===== config.mk =====
export PLATFORM = sky130hd
export DESIGN_NAME = serial_dac_loop_input_control
export DESIGN_NICKNAME = d
export VERILOG_FILES = /design/src/hw/dac_input_pkg.sv /design/src/hw/word_stream_if.sv /design/src/hw/word_fifo.sv /design/src/hw/serial_dac_loop_input_control.sv
export SDC_FILE = /design/constraint.sdc
export NUM_CORES = 1
export LEC_CHECK = 0
export ABC_AREA = 1
export BUFFER_PORTS_ARGS = -buffer_cell sky130_fd_sc_hd__buf_4
export CORE_UTILIZATION = 29
export CTS_CLUSTER_DIAMETER = 120
export DETAILED_ROUTE_END_ITERATION = 10
export HOLD_SLACK_MARGIN = 0.08
export PLACE_DENSITY = 0.4
export SETUP_SLACK_MARGIN = 0.05
export SKIP_LAST_GASP = 1
export SYNTH_ARGS = -nofsm -noshare
export SYNTH_HDL_FRONTEND = slang
export SYNTH_SLANG_ARGS = --single-unit

===== constraint.sdc =====
create_clock -name clk -period 2.3 [get_ports clk]
set_input_delay 0.23 -clock clk [delete_from_list [all_inputs] [get_ports clk]]
set_output_delay 0.23 -clock clk [all_outputs]
set_load 0.01 [all_outputs]

===== src/hw/dac_input_pkg.sv =====
// Shared constants for the serial converter input logic
package dac_input_pkg;
    localparam int          WORD_BITS    = 16;           // Converter code width
    localparam int          FIFO_DEPTH   = 16;           // Words buffered ahead of the code register
    localparam int          CNT_BITS     = 9;            // Link clock counter width within a frame
    localparam int          CELL_CLKS    = 16;           // Link clocks per asynchronous bit cell
    localparam int          FIRST_SAMPLE = 24;           // Link clock that samples the top data bit
    localparam logic [8:0]  CNT_FIRST    = 9'h001;       // Count on the edge that sees the start bit low
    localparam logic [8:0]  START_CHECK  = 9'h008;       // Middle of the start cell
    localparam logic [8:0]  MSB_SAMPLE   = 9'h018;       // 24: top data bit
    localparam logic [8:0]  STOP_SAMPLE  = 9'h118;       // 24 + 16*16: stop bit
    localparam logic [3:0]  SAMPLE_PHASE = 4'h8;         // Low nibble of every sampling count
    localparam logic [15:0] CODE_MIN     = 16'h0000;     // Code for the bottom of any span
    localparam logic [1:0]  SPAN_V_0_5   = 2'h0;         // 0 V to 5 V
    localparam logic [1:0]  SPAN_I_4_20  = 2'h1;         // 4 mA to 20 mA
    localparam logic [1:0]  SPAN_I_0_20  = 2'h2;         // 0 mA to 20 mA
    localparam logic [1:0]  SPAN_I_0_24  = 2'h3;         // 0 mA to 24 mA
    typedef enum logic [2:0] {
        RX_IDLE = 3'h1,
        RX_RECV = 3'h2,
        RX_PUSH = 3'h4
    } rx_state_t;
endpackage


===== src/hw/word_stream_if.sv =====
// Valid/ready word stream between the receiver, buffer and code register
`timescale 1ns/1ps
`default_nettype none
interface word_stream_if #(parameter int WIDTH = 16);
    logic             valid;
    logic             ready;
    logic [WIDTH-1:0] data;
    modport src (output valid, output data, input ready);
    modport snk (input valid, input data, output ready);
endinterface
`default_nettype wire


===== src/hw/word_fifo.sv =====
// Word buffer with registered read data and honest full/empty
`timescale 1ns/1ps
`default_nettype none
module word_fifo #(
    parameter int WIDTH = 16,
    parameter int DEPTH = 16
) (
    input  wire logic   clk,
    input  wire logic   rst_b,
    word_stream_if.snk  in_s,
    word_stream_if.src  out_s
);
    localparam int AW = $clog2(DEPTH);

    typedef struct packed {
        logic [DEPTH-1:0][WIDTH-1:0] mem;
        logic [AW:0]                 wr;
        logic [AW:0]                 rd;
        logic [WIDTH-1:0]            q;
        logic                        qv;
    } fifo_state_t;

    fifo_state_t s;
    fifo_state_t next_s;
    logic        full;
    logic        empty;

    // Occupancy of the memory, output register not counted
    assign empty = (s.wr == s.rd);
    assign full  = (s.wr[AW] != s.rd[AW]) && (s.wr[AW-1:0] == s.rd[AW-1:0]);

    assign in_s.ready  = ~full;
    assign out_s.valid = s.qv;
    assign out_s.data  = s.q;

    // Write on accepted push, prefetch head into output register
    always_comb
    begin
        next_s = s;
        if (in_s.valid && !full)
        begin
            next_s.mem[s.wr[AW-1:0]] = in_s.data;
            next_s.wr                = s.wr + (AW + 1)'(1);
        end
        if (s.qv && out_s.ready)
            next_s.qv = 1'b0;
        if (!empty && (!s.qv || out_s.ready))
        begin
            next_s.q  = s.mem[s.rd[AW-1:0]];
            next_s.qv = 1'b1;
            next_s.rd = s.rd + (AW + 1)'(1);
        end
    end

    always_ff @(posedge clk or negedge rst_b)
    begin
        if (!rst_b)
            s <= '0;
        else
            s <= next_s;
    end
endmodule
`default_nettype wire


===== src/hw/serial_dac_loop_input_control.sv =====
// Serial input control of a 16-bit loop output converter
// What this block does
// - While clear is high the code is held at the bottom of the span whatever the span pins say.
// - An asynchronous word is framed by a start bit of 0 and a stop bit of 1.
// - Asynchronous data is sampled on the link clock rise at the middle of each bit cell.
// - Each cell is 16 link clocks and the start cell begins at the first clock after the data fall.
// - The top data bit is sampled at link clock 24, the next at 40, each later one 16 clocks on.
// - A good stop bit hands the received word on so the code updates.
// - A stop bit sampled low gives a one link clock high pulse on the serial output right after.
// - A framing error leaves the previous code in place.
// - After clear falls the code stays at the span bottom and the input shift register is untouched.
// - In three-wire mode a latch rise loads the shift register into the code.
// - In three-wire mode the serial output passes shifted data on for daisy chaining.
// - After reset the code sits at the bottom of the selected span.
`timescale 1ns/1ps
`default_nettype none
module serial_dac_loop_input_control #(
    parameter int WIDTH = dac_input_pkg::WORD_BITS,
    parameter int DEPTH = dac_input_pkg::FIFO_DEPTH
) (
    input  wire logic             clk,
    input  wire logic             rst_b,
    input  wire logic             link_clk,
    input  wire logic             data_in,
    input  wire logic             latch,
    input  wire logic             clear,
    input  wire logic [1:0]       range_sel,
    input  wire logic             async_mode,
    output logic                  data_out,
    output logic [WIDTH-1:0]      dac_code,
    output logic [1:0]            span
);
    typedef struct packed {
        logic [2:0]                   link_sync;
        logic [2:0]                   latch_sync;
        logic [1:0]                   data_sync;
        logic [1:0]                   clr_sync;
        logic [1:0]                   mode_sync;
        logic [1:0][1:0]              rng_sync;
        dac_input_pkg::rx_state_t     st;
        logic [dac_input_pkg::CNT_BITS-1:0] cnt;
        logic [WIDTH-1:0]             shreg;
        logic [WIDTH-1:0]             word;
        logic                         push_pend;
        logic                         dout;
        logic [WIDTH-1:0]             code;
        logic [1:0]                   span;
    } ctl_state_t;

    ctl_state_t s;
    ctl_state_t next_s;
    logic       link_rise;
    logic       latch_rise;
    logic       din;
    logic       clr;
    logic       amode;

    word_stream_if #(.WIDTH(WIDTH)) rx_s ();
    word_stream_if #(.WIDTH(WIDTH)) code_s ();

    // Buffer between receiver and code register
    word_fifo #(
        .WIDTH (WIDTH),
        .DEPTH (DEPTH)
    ) u_fifo (
        .clk   (clk),
        .rst_b (rst_b),
        .in_s  (rx_s.snk),
        .out_s (code_s.src)
    );

    // Edges and levels from second and third sync stages only
    assign link_rise  = s.link_sync[1] & ~s.link_sync[2];
    assign latch_rise = s.latch_sync[1] & ~s.latch_sync[2];
    assign din        = s.data_sync[1];
    assign clr        = s.clr_sync[1];
    assign amode      = s.mode_sync[1];

    assign rx_s.valid   = s.push_pend;
    assign rx_s.data    = s.word;
    assign code_s.ready = 1'b1;      // Words reaching the head during clear are dropped
    assign data_out     = s.dout;
    assign dac_code     = s.code;
    assign span         = s.span;

    // Receiver, shifter, latch and code update
    always_comb
    begin
        next_s            = s;
        next_s.link_sync  = {s.link_sync[1:0], link_clk};
        next_s.latch_sync = {s.latch_sync[1:0], latch};
        next_s.data_sync  = {s.data_sync[0], data_in};
        next_s.clr_sync   = {s.clr_sync[0], clear};
        next_s.mode_sync  = {s.mode_sync[0], async_mode};
        next_s.rng_sync   = {s.rng_sync[0], range_sel};
        next_s.span       = s.rng_sync[1];
        if (s.push_pend && rx_s.ready)
            next_s.push_pend = 1'b0;
        if (amode)
        begin
            if (link_rise && s.st != dac_input_pkg::RX_RECV)
                next_s.dout = 1'b0;
            unique case (s.st)
                dac_input_pkg::RX_IDLE:
                begin
                    if (link_rise && !din)
                    begin
                        next_s.st  = dac_input_pkg::RX_RECV;
                        next_s.cnt = dac_input_pkg::CNT_FIRST;
                    end
                end
                dac_input_pkg::RX_RECV:
                begin
                    if (link_rise)
                    begin
                        next_s.cnt = s.cnt + dac_input_pkg::CNT_BITS'(1);
                        if (s.cnt == dac_input_pkg::START_CHECK)
                        begin
                            if (din)
                                next_s.st = dac_input_pkg::RX_IDLE;
                        end
                        else if (s.cnt == dac_input_pkg::STOP_SAMPLE)
                        begin
                            if (din)
                            begin
                                next_s.word = s.shreg;
                                next_s.st   = dac_input_pkg::RX_PUSH;
                            end
                            else
                            begin
                                next_s.dout = 1'b1;
                                next_s.st   = dac_input_pkg::RX_IDLE;
                            end
                        end
                        else if (s.cnt[3:0] == dac_input_pkg::SAMPLE_PHASE)
                            next_s.shreg = {s.shreg[WIDTH-2:0], din};
                    end
                end
                dac_input_pkg::RX_PUSH:
                begin
                    // Wait for the previous word to be taken
                    if (!s.push_pend)
                    begin
                        next_s.push_pend = 1'b1;
                        next_s.st        = dac_input_pkg::RX_IDLE;
                    end
                end
            endcase
        end
        else
        begin
            next_s.st = dac_input_pkg::RX_IDLE;
            if (link_rise)
            begin
                next_s.shreg = {s.shreg[WIDTH-2:0], din};
                next_s.dout  = s.shreg[WIDTH-1];
            end
            if (latch_rise && !s.push_pend)
            begin
                next_s.word      = s.shreg;
                next_s.push_pend = 1'b1;
            end
        end
        // Clear wins; shift register left alone
        if (clr)
            next_s.code = dac_input_pkg::CODE_MIN;
        else if (code_s.valid)
            next_s.code = code_s.data;
    end

    // State register; code resets to span bottom
    always_ff @(posedge clk or negedge rst_b)
    begin
        if (!rst_b)
        begin
            s      <= '0;
            s.st   <= dac_input_pkg::RX_IDLE;
            s.code <= dac_input_pkg::CODE_MIN;
        end
        else
            s <= next_s;
    end
endmodule
`default_nettype wire


==> metrics.yaml, run 1 <==
timing:
  tightest_slew_ns: 0.677
  setup_tns_ns: 0
  period_share: 0.911
  final_max_slew_viol_count: 0
  setup_viol: 0
  whs_ns: 0.194
  fmax_ghz: 0.477
  fin_ws_ns: 0.205
  hold_violations: 0
  fin_crit_ns: 2.10
  final.setup_skew_ns: 0.0148
  relSlewSlack: 0.549
  rsz0062_at_grt: "no"
pwr:
  clockPowerShare: 0.311
  p_sw_frac: 0.409
  peakVddDrop_uv: 600
  combPwrFrac: 0.352
  p_leak_nw: 10.9
  p_seq_frac: 0.337
  p_switching_w: 0.00925
  intPower_w: 0.0133
  power_density_mw_per_mm2: 1070
critical_path:
  r2r_cells: 7
  end_kind: "flip-flop"
  crit_type: "flip-flop to flip-flop"
  cp_max_fo: 77
  cp.required_ns: 2.75
  arrival_ns: 2.55
  r2r_end: "u_fifo.s[181]"
  r2r_slack_ns: 0.20
  crit_path_start_kind: "flip-flop"
  r2r_start: "u_fifo.s[17]"
run:
  drv_cap: 0
clocking:
  clock-sinks: 363
  clk_latency_ns: 0.58
  cts_tree: "yes"
  clk_pin_slew_ns: 0.06
  numCtsBuffers: 45
  cts_buffer_depth: 3
  htree_levels: 2
  clock-root-buffer: "clkbuf_16"
  cts_setup_buffers: 0
finish:
  fillCellCount: 6691
  multi_input_area_mm2: 0.00771
  drive_gt1_frac: 0.0894
  seqCellArea_mm2: 0.00909
  antenna_cells: 0
  nets: 2399
  areaGrowthSynthToFinish_pct: 14.6
global_route:
  grt_pass1_vias: 15648
  grt_pass1_wl_um: 98500
  grt_max_degree: 78
  grt_overflow: 0
  antenna_found_initial: 1
  grt_use_total: 0.201
floorplanning:
  die_h_um: 254
  initial_core_util: 0.295
  dieArea_mm2: 0.0643
  core_area_mm2: 0.0622
  io_pins: 28
  chipWidth_um: 254
  row_count: 91
place:
  gpl.final_weighted_congestion: 0.808
  pre_cts_ws_ns: 0.222
  place_hpwl_um: 38600
  portBuffers: 27
synthesis:
  synth-seq-cells: 363
  ys_seq_area_frac: 0.495
  synth.distinct_cells: 28
  synth_cells: 2427
  synth_nets: 2443
  avgSynthCellArea_um2: 7.56
  ys_warn_count: 0
  netlist_area_mm2: 0.0184
worst_hold_path:
  min_path_type: "primary input to asynchronous set/reset pin"
drt:
  post-route-drc-count: 0
  wl_per_cell_um: 19.4
  routed_via_density: 4.94
  vias: 16074
  wirelength_um: 63100
  highest_layer: "met4"
  wl_met2_um: 27300
  drt-initial-drc-count: 1403
  wl_met1_um: 30700
  drtAntennaViolNets: 0
  dr_wl_met3_um: 3330
  first_pass_iters: 5
status:
  status: "finished clean"
==> flip-flops by register name, summed over array words and instances, names as in the netlist <==
signal and cells:
u_fifo.out_s.data 16, dac_code 16, next_s 11, clr 1, amode 1, u_fifo.out_s.valid 1, s 30, rx_s.data 16
u_fifo.s 266, span 2, rx_s.valid 1, din 1, data_out 1
==> through the flow <==
step / utilization / instances / cell area (µm²) / total power (W)
final: 0.338 / 3253 / 21000 / 0.0226
after global routing: 0.338 / 3253 / 21000 / 0.0239
after CTS: 0.338 / 3253 / 21000 / 0.0229
after detailed placement: 0.314 / 3165 / 19500 / 0.0157
after global placement: 0.314 / 3165 / 19500 / 0.0157
after floorplan: - / 2427 / 18400 / 0.0124
==> worst max-delay path by stage <==
stage	start	end	slack, ns	cells past startpoint
floorplan	u_fifo.s[22]	u_fifo.s[272]	0.65	7
global placement	u_fifo.s[17]	u_fifo.s[263]	0.28	7
detailed placement	u_fifo.s[17]	u_fifo.s[177]	0.22	7
CTS	u_fifo.s[17]	u_fifo.s[181]	0.21	7
global route	u_fifo.s[17]	u_fifo.s[179]	0.08	7
finish	u_fifo.s[17]	u_fifo.s[181]	0.20	7
==> layer usage <==
metal | global-route usage | up-vias
met2 | 0.297 | 419
met3 | 0.0323 | 92
met4 | 0.0674 | 0
met5 | 0 | -
met1 | 0.294 | 7821
li1 | - | 7742
==> cells in the mapped netlist <==
| library cell | n | area share |
|---|---|---|
| buf_6 | 4 | 0.0025 |
| dfstp_2 | 1 | 0.0014 |
| clkbuf_1 | 77 | 0.016 |
| xor2_1 | 12 | 0.0057 |
| buf_2 | 34 | 0.0093 |
| clkinv_1 | 1 | 0.00020 |
| nand3_2 | 17 | 0.0093 |
| or2_2 | 2 | 0.00068 |
| inv_2 | 3 | 0.00061 |
| xnor2_1 | 3 | 0.0014 |
| dfrtp_1 | 362 | 0.49 |
| inv_1 | 132 | 0.027 |
| o31ai_1 | 3 | 0.0012 |
| nand4_1 | 259 | 0.088 |
| nor2_1 | 79 | 0.016 |
| buf_1 | 47 | 0.0096 |
| nor3_1 | 1 | 0.00027 |
| o21ai_0 | 48 | 0.013 |
| nor2_2 | 6 | 0.0020 |
| ha_1 | 7 | 0.0048 |
| nand2_1 | 1069 | 0.22 |
| o21ai_1 | 16 | 0.0044 |
| nand3b_1 | 2 | 0.00082 |
| buf_4 | 51 | 0.021 |
| a21oi_1 | 7 | 0.0019 |
| nand2_2 | 2 | 0.00068 |
| nand3_1 | 181 | 0.049 |
| o22ai_1 | 1 | 0.00034 |
==> worst max-delay path, stage by stage, from the launching register on <==
cell	delay, ns
dfrtp_4	0.52
xor2_1	0.20
nor2_2	0.09
nand3_4	0.13
buf_12	0.34
nand3_2	0.44
nand2_1	0.17
nand2_1	0.07
==> cell families after synthesis <==
logic type               count (synthesis)  share of synthesized area
AND/OR/NAND/NOR                       1618                      0.386
adder cells (fa/ha/maj)                  7                    0.00477
flip-flops                             363                      0.495
AO/OA/AOI/OAI                           75                     0.0209
buffers and inverters                  349                     0.0858
XOR/XNOR                                15                    0.00716
==> repair_timing <==
item                       CTS  global route
hold endpoints to repair   220             0
hold buffers                 8             0
resized for setup            0             3
setup endpoints to repair    0            17
==> placed cells by master (no fill, tap or decap), types with 2 or more instances in the layout <==
cell           netlist  routed
nand4_1            259     259
nor2_2               6       6
o31ai_1              3       3
xnor2_1              3       3
nand3_4              0       2
clkbuf_8             0      13
a21oi_1              7       7
clkbuf_16            0      47
inv_2                3       3
nor2_1              79      79
clkbuf_1            77      13
ha_1                 7       7
nand2_1           1069    1069
xor2_1              12      12
dfrtp_1            362     359
dlygate4sd3_1        0       8
buf_12               0      22
nand3b_1             2       2
clkinv_2             0       6
nand3_1            181     181
or2_2                2       2
o21ai_1             16      16
o21ai_0             48      48
nand3_2             17      15
buf_4               51      90
inv_1              132     131
dfrtp_4              0       2
==> power by group through the flow <==
stage / registers [W] / clock network (W) / logic [W]
CTS: 0.00760 / 0.00726 / 0.00800
detailed placement: 0.00772 / 0 / 0.00797
finish: 0.00761 / 0.00703 / 0.00797
floorplan: 0.00744 / 0 / 0.00494
global placement: 0.00770 / 0 / 0.00797
global route: 0.00770 / 0.00750 / 0.00871
==> area by class of cell <==
class	instances	share of cell area
well taps	837	0.0498
multi-input cells	1715	0.367
inverters	136	0.0244
flip-flops and latches	363	0.432
repair buffers	122	0.0581
clock inverters	7	0.00184
clock buffers	73	0.0668
No activity file was read; power rests on OpenSTA's default activity.
==> run 2: changes to the inputs <==
==> constraint.sdc (replaced) <==
create_clock -name clk -period 1.95 [get_ports clk]
set_input_delay 0.195 -clock clk [delete_from_list [all_inputs] [get_ports clk]]
set_output_delay 0.195 -clock clk [all_outputs]
set_load 0.01 [all_outputs]
==> metrics.yaml, run 2 (synthesis gave the netlist of run 1 again) <==
finish:
  regMostFlops: "u_fifo.s"
  most-common-layout-cells: "nand2_1 (1064), dfrtp_1 (359), nand4_1 (259), nand3_1 (172), inv_1 (130)"
  stdcell_count: 3308
  drive_gt1_frac: 0.117
  areaGrowthSynthToFinish_pct: 19.0
  largest_register_ffs: 266
  final_common_cell: "nand2_1"
  antenna_cells: 0
  reg_top3: "u_fifo.s x266, s x30"
  nets: 2454
floorplanning:
  die_h_um: 254
  chipWidth_um: 254
  initial_core_util: 0.295
  row_count: 91
  dieArea_mm2: 0.0643
  io_pins: 28
  core_area_mm2: 0.0622
critical_path:
  crit_path_start_kind: "flip-flop"
  r2r_slack_ns: 0.12
  r2r_end: "u_fifo.s[84]"
  crit_type: "flip-flop to flip-flop"
  r2r_start: "u_fifo.s[17]"
  arrival_ns: 2.30
  cp.required_ns: 2.42
  end_kind: "flip-flop"
  r2r_cells: 7
  cp_max_fo: 19
clocking:
  clk_pin_slew_ns: 0.06
  cts_tree: "yes"
  clock-sinks: 363
  clock-root-buffer: "clkbuf_16"
  htree_levels: 2
  numCtsBuffers: 47
  clk_latency_ns: 0.59
  cts_buffer_depth: 3
place:
  dpl.cell_count: 3201
  portBuffers: 27
  gpl.final_weighted_congestion: 0.825
  place_hpwl_um: 41400
global_route:
  antenna_found_initial: 0
  grt_pass1_vias: 16134
  grt_use_total: 0.209
  grt_max_degree: 83
  grt_pass1_wl_um: 101000
  grt_overflow: 0
drt:
  routed_via_density: 4.97
  drtAntennaViolNets: 0
  first_pass_iters: 6
  post-route-drc-count: 0
  wl_per_cell_um: 20.5
  drt-initial-drc-count: 1450
  vias: 16438
  wirelength_um: 67700
pwr:
  p_sw_frac: 0.403
  combPwrFrac: 0.371
  intPower_w: 0.0168
  p_leak_nw: 11.3
  p_seq_frac: 0.320
  peakVddDrop_uv: 653
  power_density_mw_per_mm2: 1290
  p_switching_w: 0.0114
  clockPowerShare: 0.309
timing:
  final.setup_skew_ns: 0.0140
  whs_ns: 0.149
  setup_viol: 0
  period_share: 0.940
  tightest_slew_ns: 0.516
  fmax_ghz: 0.546
  fin_crit_ns: 1.83
  hold_violations: 0
  relSlewSlack: 0.656
  rsz0062_at_grt: "yes"
  final_max_slew_viol_count: 0
status:
  status: "finished clean"
worst_hold_path:
  min_path_type: "primary input to asynchronous set/reset pin"
run:
  drv_cap: 0
-- run 2: changes by cell type in the layout (fill, tap and decap cells not counted), moves of 3 or more --
| cell | delta |
|---|---|
| bufinv_16 | +3 |
| nand3_2 | +5 |
| nor2_1 | -3 |
| nand3_4 | +5 |
| nand2_2 | +4 |
| nand2_1 | -5 |
| clkinv_2 | +3 |
| nand3_1 | -9 |
| clkbuf_16 | +10 |
| buf_6 | +7 |
| clkbuf_8 | -4 |
| buf_4 | +34 |
-- run 2: power groups by stage --
| stage | logic, W | registers [W] | clock network, W |
|---|---|---|---|
| 4_1_cts | 0.00970 | 0.00900 | 0.00899 |
| 2_1_floorplan | 0.00582 | 0.00878 | 0 |
| 6_report | 0.0105 | 0.00902 | 0.00871 |
| 3_3_place_gp | 0.00964 | 0.00912 | 0 |
| 5_1_grt | 0.0114 | 0.00912 | 0.00924 |
| 3_5_place_dp | 0.00962 | 0.00913 | 0 |
-- run 2: stage by stage --
step	util	TNS, ns	setup WS, ns	total power (W)	instance area, µm²
finish	0.351	0	0.118	0.0282	21800
global route	0.351	0	0.00219	0.0297	21800
CTS	0.345	-0.116	-0.0164	0.0277	21400
detailed placement	0.318	-5.95	-0.179	0.0187	19800
global placement	0.318	-4.89	-0.158	0.0188	19800
floorplan	-	0	0.303	0.0146	18400
-- run 2: per-layer routing --
| layer | GRT usage | wire length (µm) |
|---|---|---|
| met1 | 0.287 | 30800 |
| met2 | 0.325 | 30700 |
| met3 | 0.0461 | 4470 |
| met4 | 0.0655 | 1680 |
| met5 | 0 | 0 |
-- run 2: repair_timing --
| item | 4_1_cts | 5_1_grt |
|---|---|---|
| buffers inserted | 0 | 8 |
| endpoints found under the setup margin | 104 | 270 |
| pin swaps | 0 | 6 |
| hold buffers | 8 | 0 |
| endpoints found under the hold margin | 369 | 0 |
| gates cloned | 0 | 9 |
| resized for setup | 5 | 38 |
-- run 2: final cells by class --
class / count / area [µm²]
Clock buffer: 70 / 1390
Clock inverter: 12 / 135
Fill cell: 6617 / 40300
Inverter: 136 / 523
Multi-Input combinational cell: 1716 / 7830
Sequential cell: 363 / 9090
Tap cell: 837 / 1050
Timing Repair Buffer: 174 / 1830
-- run 2: worst max path at each step --
stage,depth (start not counted),slack [ns],start,endpoint
final,7,0.12,u_fifo.s[17],u_fifo.s[84]
after global routing,8,0.002,u_fifo.s[17],u_fifo.s[266]
after CTS,8,-0.02,u_fifo.s[17],u_fifo.s[263]
after detailed placement,7,-0.18,u_fifo.s[17],u_fifo.s[183]
after global placement,7,-0.16,u_fifo.s[17],u_fifo.s[183]
after floorplan,7,0.30,u_fifo.s[22],u_fifo.s[272]
-- run 2: worst max-delay path: stages, from the launching register on --
cell and delay (ns):
dfrtp_4 0.54, xor2_1 0.19, nor2_2 0.17, nand3_4 0.19, buf_12 0.23, buf_4 0.23
nand4_1 0.10, nand2_1 0.06
==> run 3: changes to the inputs <==
--- a/config.mk
+++ b/config.mk
@@ -16,4 +16,5 @@
 export SKIP_LAST_GASP = 1
 export SYNTH_ARGS = -nofsm -noshare
 export SYNTH_HDL_FRONTEND = slang
+export SYNTH_HIERARCHICAL = 1
 export SYNTH_SLANG_ARGS = --single-unit
==> metrics.yaml, run 3 <==
synthesis:
  ys_seq_area_frac: 0.471
  synth_top_area_cell: "dfrtp_1"
  netlist_area_mm2: 0.0193
  synth_top_area_share: 0.469
  synth_ff_type: "dfrtp_1"
  yosysMostFrequentCell: "nand2_1"
  yosys-top-cells-count: "nand2_1 (1082), dfrtp_1 (362), inv_1 (290)"
  ys_warn_count: 6
  avgSynthCellArea_um2: 7.42
  synth_nets: 2616
  synth_cells: 2600
  synth_edf_count: 0
  synth.distinct_cells: 35
  async_flop_share: 1.00
  synth-seq-cells: 363
  synth_area_leaders: "dfrtp_1 (47%), nand2_1 (21%), nand4_1 (8.3%), inv_1 (5.6%), nand3_1 (5.6%)"
critical_path:
  crit_path_start_kind: "flip-flop"
  path_cells: "buf_4 > nand2_1 > nand3_1 > nand3_1 > nand3_1 > nand2_1 > nand2_1 > nand2_1"
  cpPeakStageDelay_ns: 0.49
  cp_num_buf_inv: 1
  crit_top_cell: "nand2_1"
  r2r_slack_ns: 0.07
  arrival_ns: 2.34
  critPathTopFamily: "simple AND/OR/NAND/NOR gates"
  end_kind: "flip-flop"
  cp.required_ns: 2.42
  crit_type: "flip-flop to flip-flop"
  cp_max_fo: 27
  slowest_stage: "dfrtp_4"
pwr:
  p_leak_nw: 11.7
  power_density_mw_per_mm2: 1260
  peakVddDrop_uv: 745
floorplanning:
  initial_core_util: 0.293
  dieArea_mm2: 0.0676
  die_h_um: 260
  row_count: 94
  chipWidth_um: 260
  core_area_mm2: 0.0657
  io_pins: 28
worst_hold_path:
  min_path_type: "primary input to asynchronous set/reset pin"
global_route:
  antenna_found_initial: 0
  grt_pass1_vias: 16625
  grt_use_total: 0.200
  grt_overflow: 0
  grt_pass1_wl_um: 104000
  grt_max_degree: 59
drt:
  drt-initial-drc-count: 1481
  wl_met1_um: 32600
  wl_met2_um: 29700
  first_pass_iters: 5
  vias: 16993
  highest_layer: "met4"
  wl_per_cell_um: 19.4
  drtAntennaViolNets: 0
  wirelength_um: 67800
  post-route-drc-count: 0
  routed_via_density: 4.86
  dr_wl_met3_um: 3430
timing:
  setup_viol: 0
  relSlewSlack: 0.593
  rsz0062_at_grt: "yes"
  fin_crit_ns: 1.88
  final.setup_skew_ns: 0.0335
  final_max_slew_viol_count: 0
  period_share: 0.962
  hold_violations: 0
  fin_ws_ns: 0.0746
  fmax_ghz: 0.533
  setup_tns_ns: 0
  tightest_slew_ns: 0.610
place:
  placed_area_mm2: 0.0206
  portBuffers: 27
  gpl.final_weighted_congestion: 0.817
  place_hpwl_um: 42800
  pre_cts_ws_ns: 0.0129
clocking:
  clock-sinks: 363
  htree_levels: 2
  numCtsBuffers: 46
  clk_pin_slew_ns: 0.06
  cts_buffer_depth: 3
  clock-root-buffer: "clkbuf_16"
  clk_latency_ns: 0.58
  cts_tree: "yes"
finish:
  largest_register_ffs: 266
  fin_area_mm2: 0.0225
  reg_top3: "u_fifo/s x266, s x30"
  final_common_cell: "nand2_1"
  drive_gt1_frac: 0.117
  areaGrowthSynthToFinish_pct: 16.7
  fillCellCount: 7017
  most-common-layout-cells: "nand2_1 (1080), dfrtp_1 (358), inv_1 (289), nand4_1 (257), nand3_1 (215)"
  antenna_cells: 0
  regMostFlops: "u_fifo/s"
  nets: 2620
status:
  status: "finished clean"
run:
  drv_cap: 0
==> run 3: changes by cell type after synthesis, moves of 5 or more <==
cell      change
inv_1       +158
nor2_2        +5
buf_6        +22
o21ai_0      -20
nand3_1      +35
nand2_2      +12
nor2_1       -53
nand3b_1     +16
nand2_1      +13
buf_1         -7
buf_4        -12
buf_2        +15
o21ai_1      -15
==> run 3: final timing paths <==
path | startpoint | endpoint | cells after the start
setup / recovery | u_fifo/s[17] | u_fifo/out_s.data[4] | 8
hold / removal | rst_b | u_fifo/s[192] | 2
setup reg to reg | u_fifo/s[17] | u_fifo/out_s.data[4] | 8
hold reg to reg | next_s[71] | clr | 0
max in group asynchronous | rst_b | u_fifo/s[218] | 3
min in group clk | range_sel[1] | next_s[67] | 2
==> run 3: logic make-up (layout without fill, tap and decap cells) <==
family          count (synthesis)  after routing  share of synthesized area
other cells                     1              1                   0.000194
flops                         363            363                      0.471
fa+ha+maj                       7              7                    0.00454
xor+xnor                       13             13                    0.00590
compound gates                 42             42                     0.0121
simple gates                 1651           1652                      0.384
buf+inv                       523            555                      0.123
==> run 3: report_power, final <==
part	switching (W)	internal [W]
Clock	0.00344	0.00496
Sequential	0.000565	0.00829
Combinational	0.00776	0.00328
Total	0.0118	0.0165
==> run 3: area by class of cell <==
| type | count | area, µm² | area share |
|---|---|---|---|
| Sequential cell | 363 | 9090 | 0.404 |
| Clock inverter | 12 | 95.1 | 0.00422 |
| Clock buffer | 65 | 1360 | 0.0606 |
| Inverter | 296 | 1130 | 0.0501 |
| Timing Repair inverter | 1 | 7.51 | 0.000333 |
| Tap cell | 864 | 1080 | 0.0480 |
| Timing Repair Buffer | 181 | 1820 | 0.0810 |
| Multi-Input combinational cell | 1715 | 7920 | 0.352 |
==> run 3: repair_timing <==
item | CTS | global route
pin swaps | 0 | 2
buffers inserted | 0 | 8
hold buffers | 8 | 0
setup endpoints to repair | 28 | 220
gates resized for setup | 4 | 24
hold endpoints to repair | 334 | 0
cloned | 0 | 8
==> run 3: metal layers <==
metal  vias up  global-route usage
met1      8295               0.289
li1       8203                   -
met4         0              0.0693
met5         -                   0
met3        92              0.0300
met2       403               0.302
==> run 3: per-stage QoR <==
step	hold WS, ns	cells	utilization	total power [W]
detailed placement	0.192	3396	0.314	0.0194
global route	0.207	3497	0.342	0.0300
global placement	0.189	3396	0.314	0.0194
finish	0.191	3497	0.342	0.0283
CTS	0.185	3481	0.337	0.0280
floorplan	-0.101	2600	-	0.0153
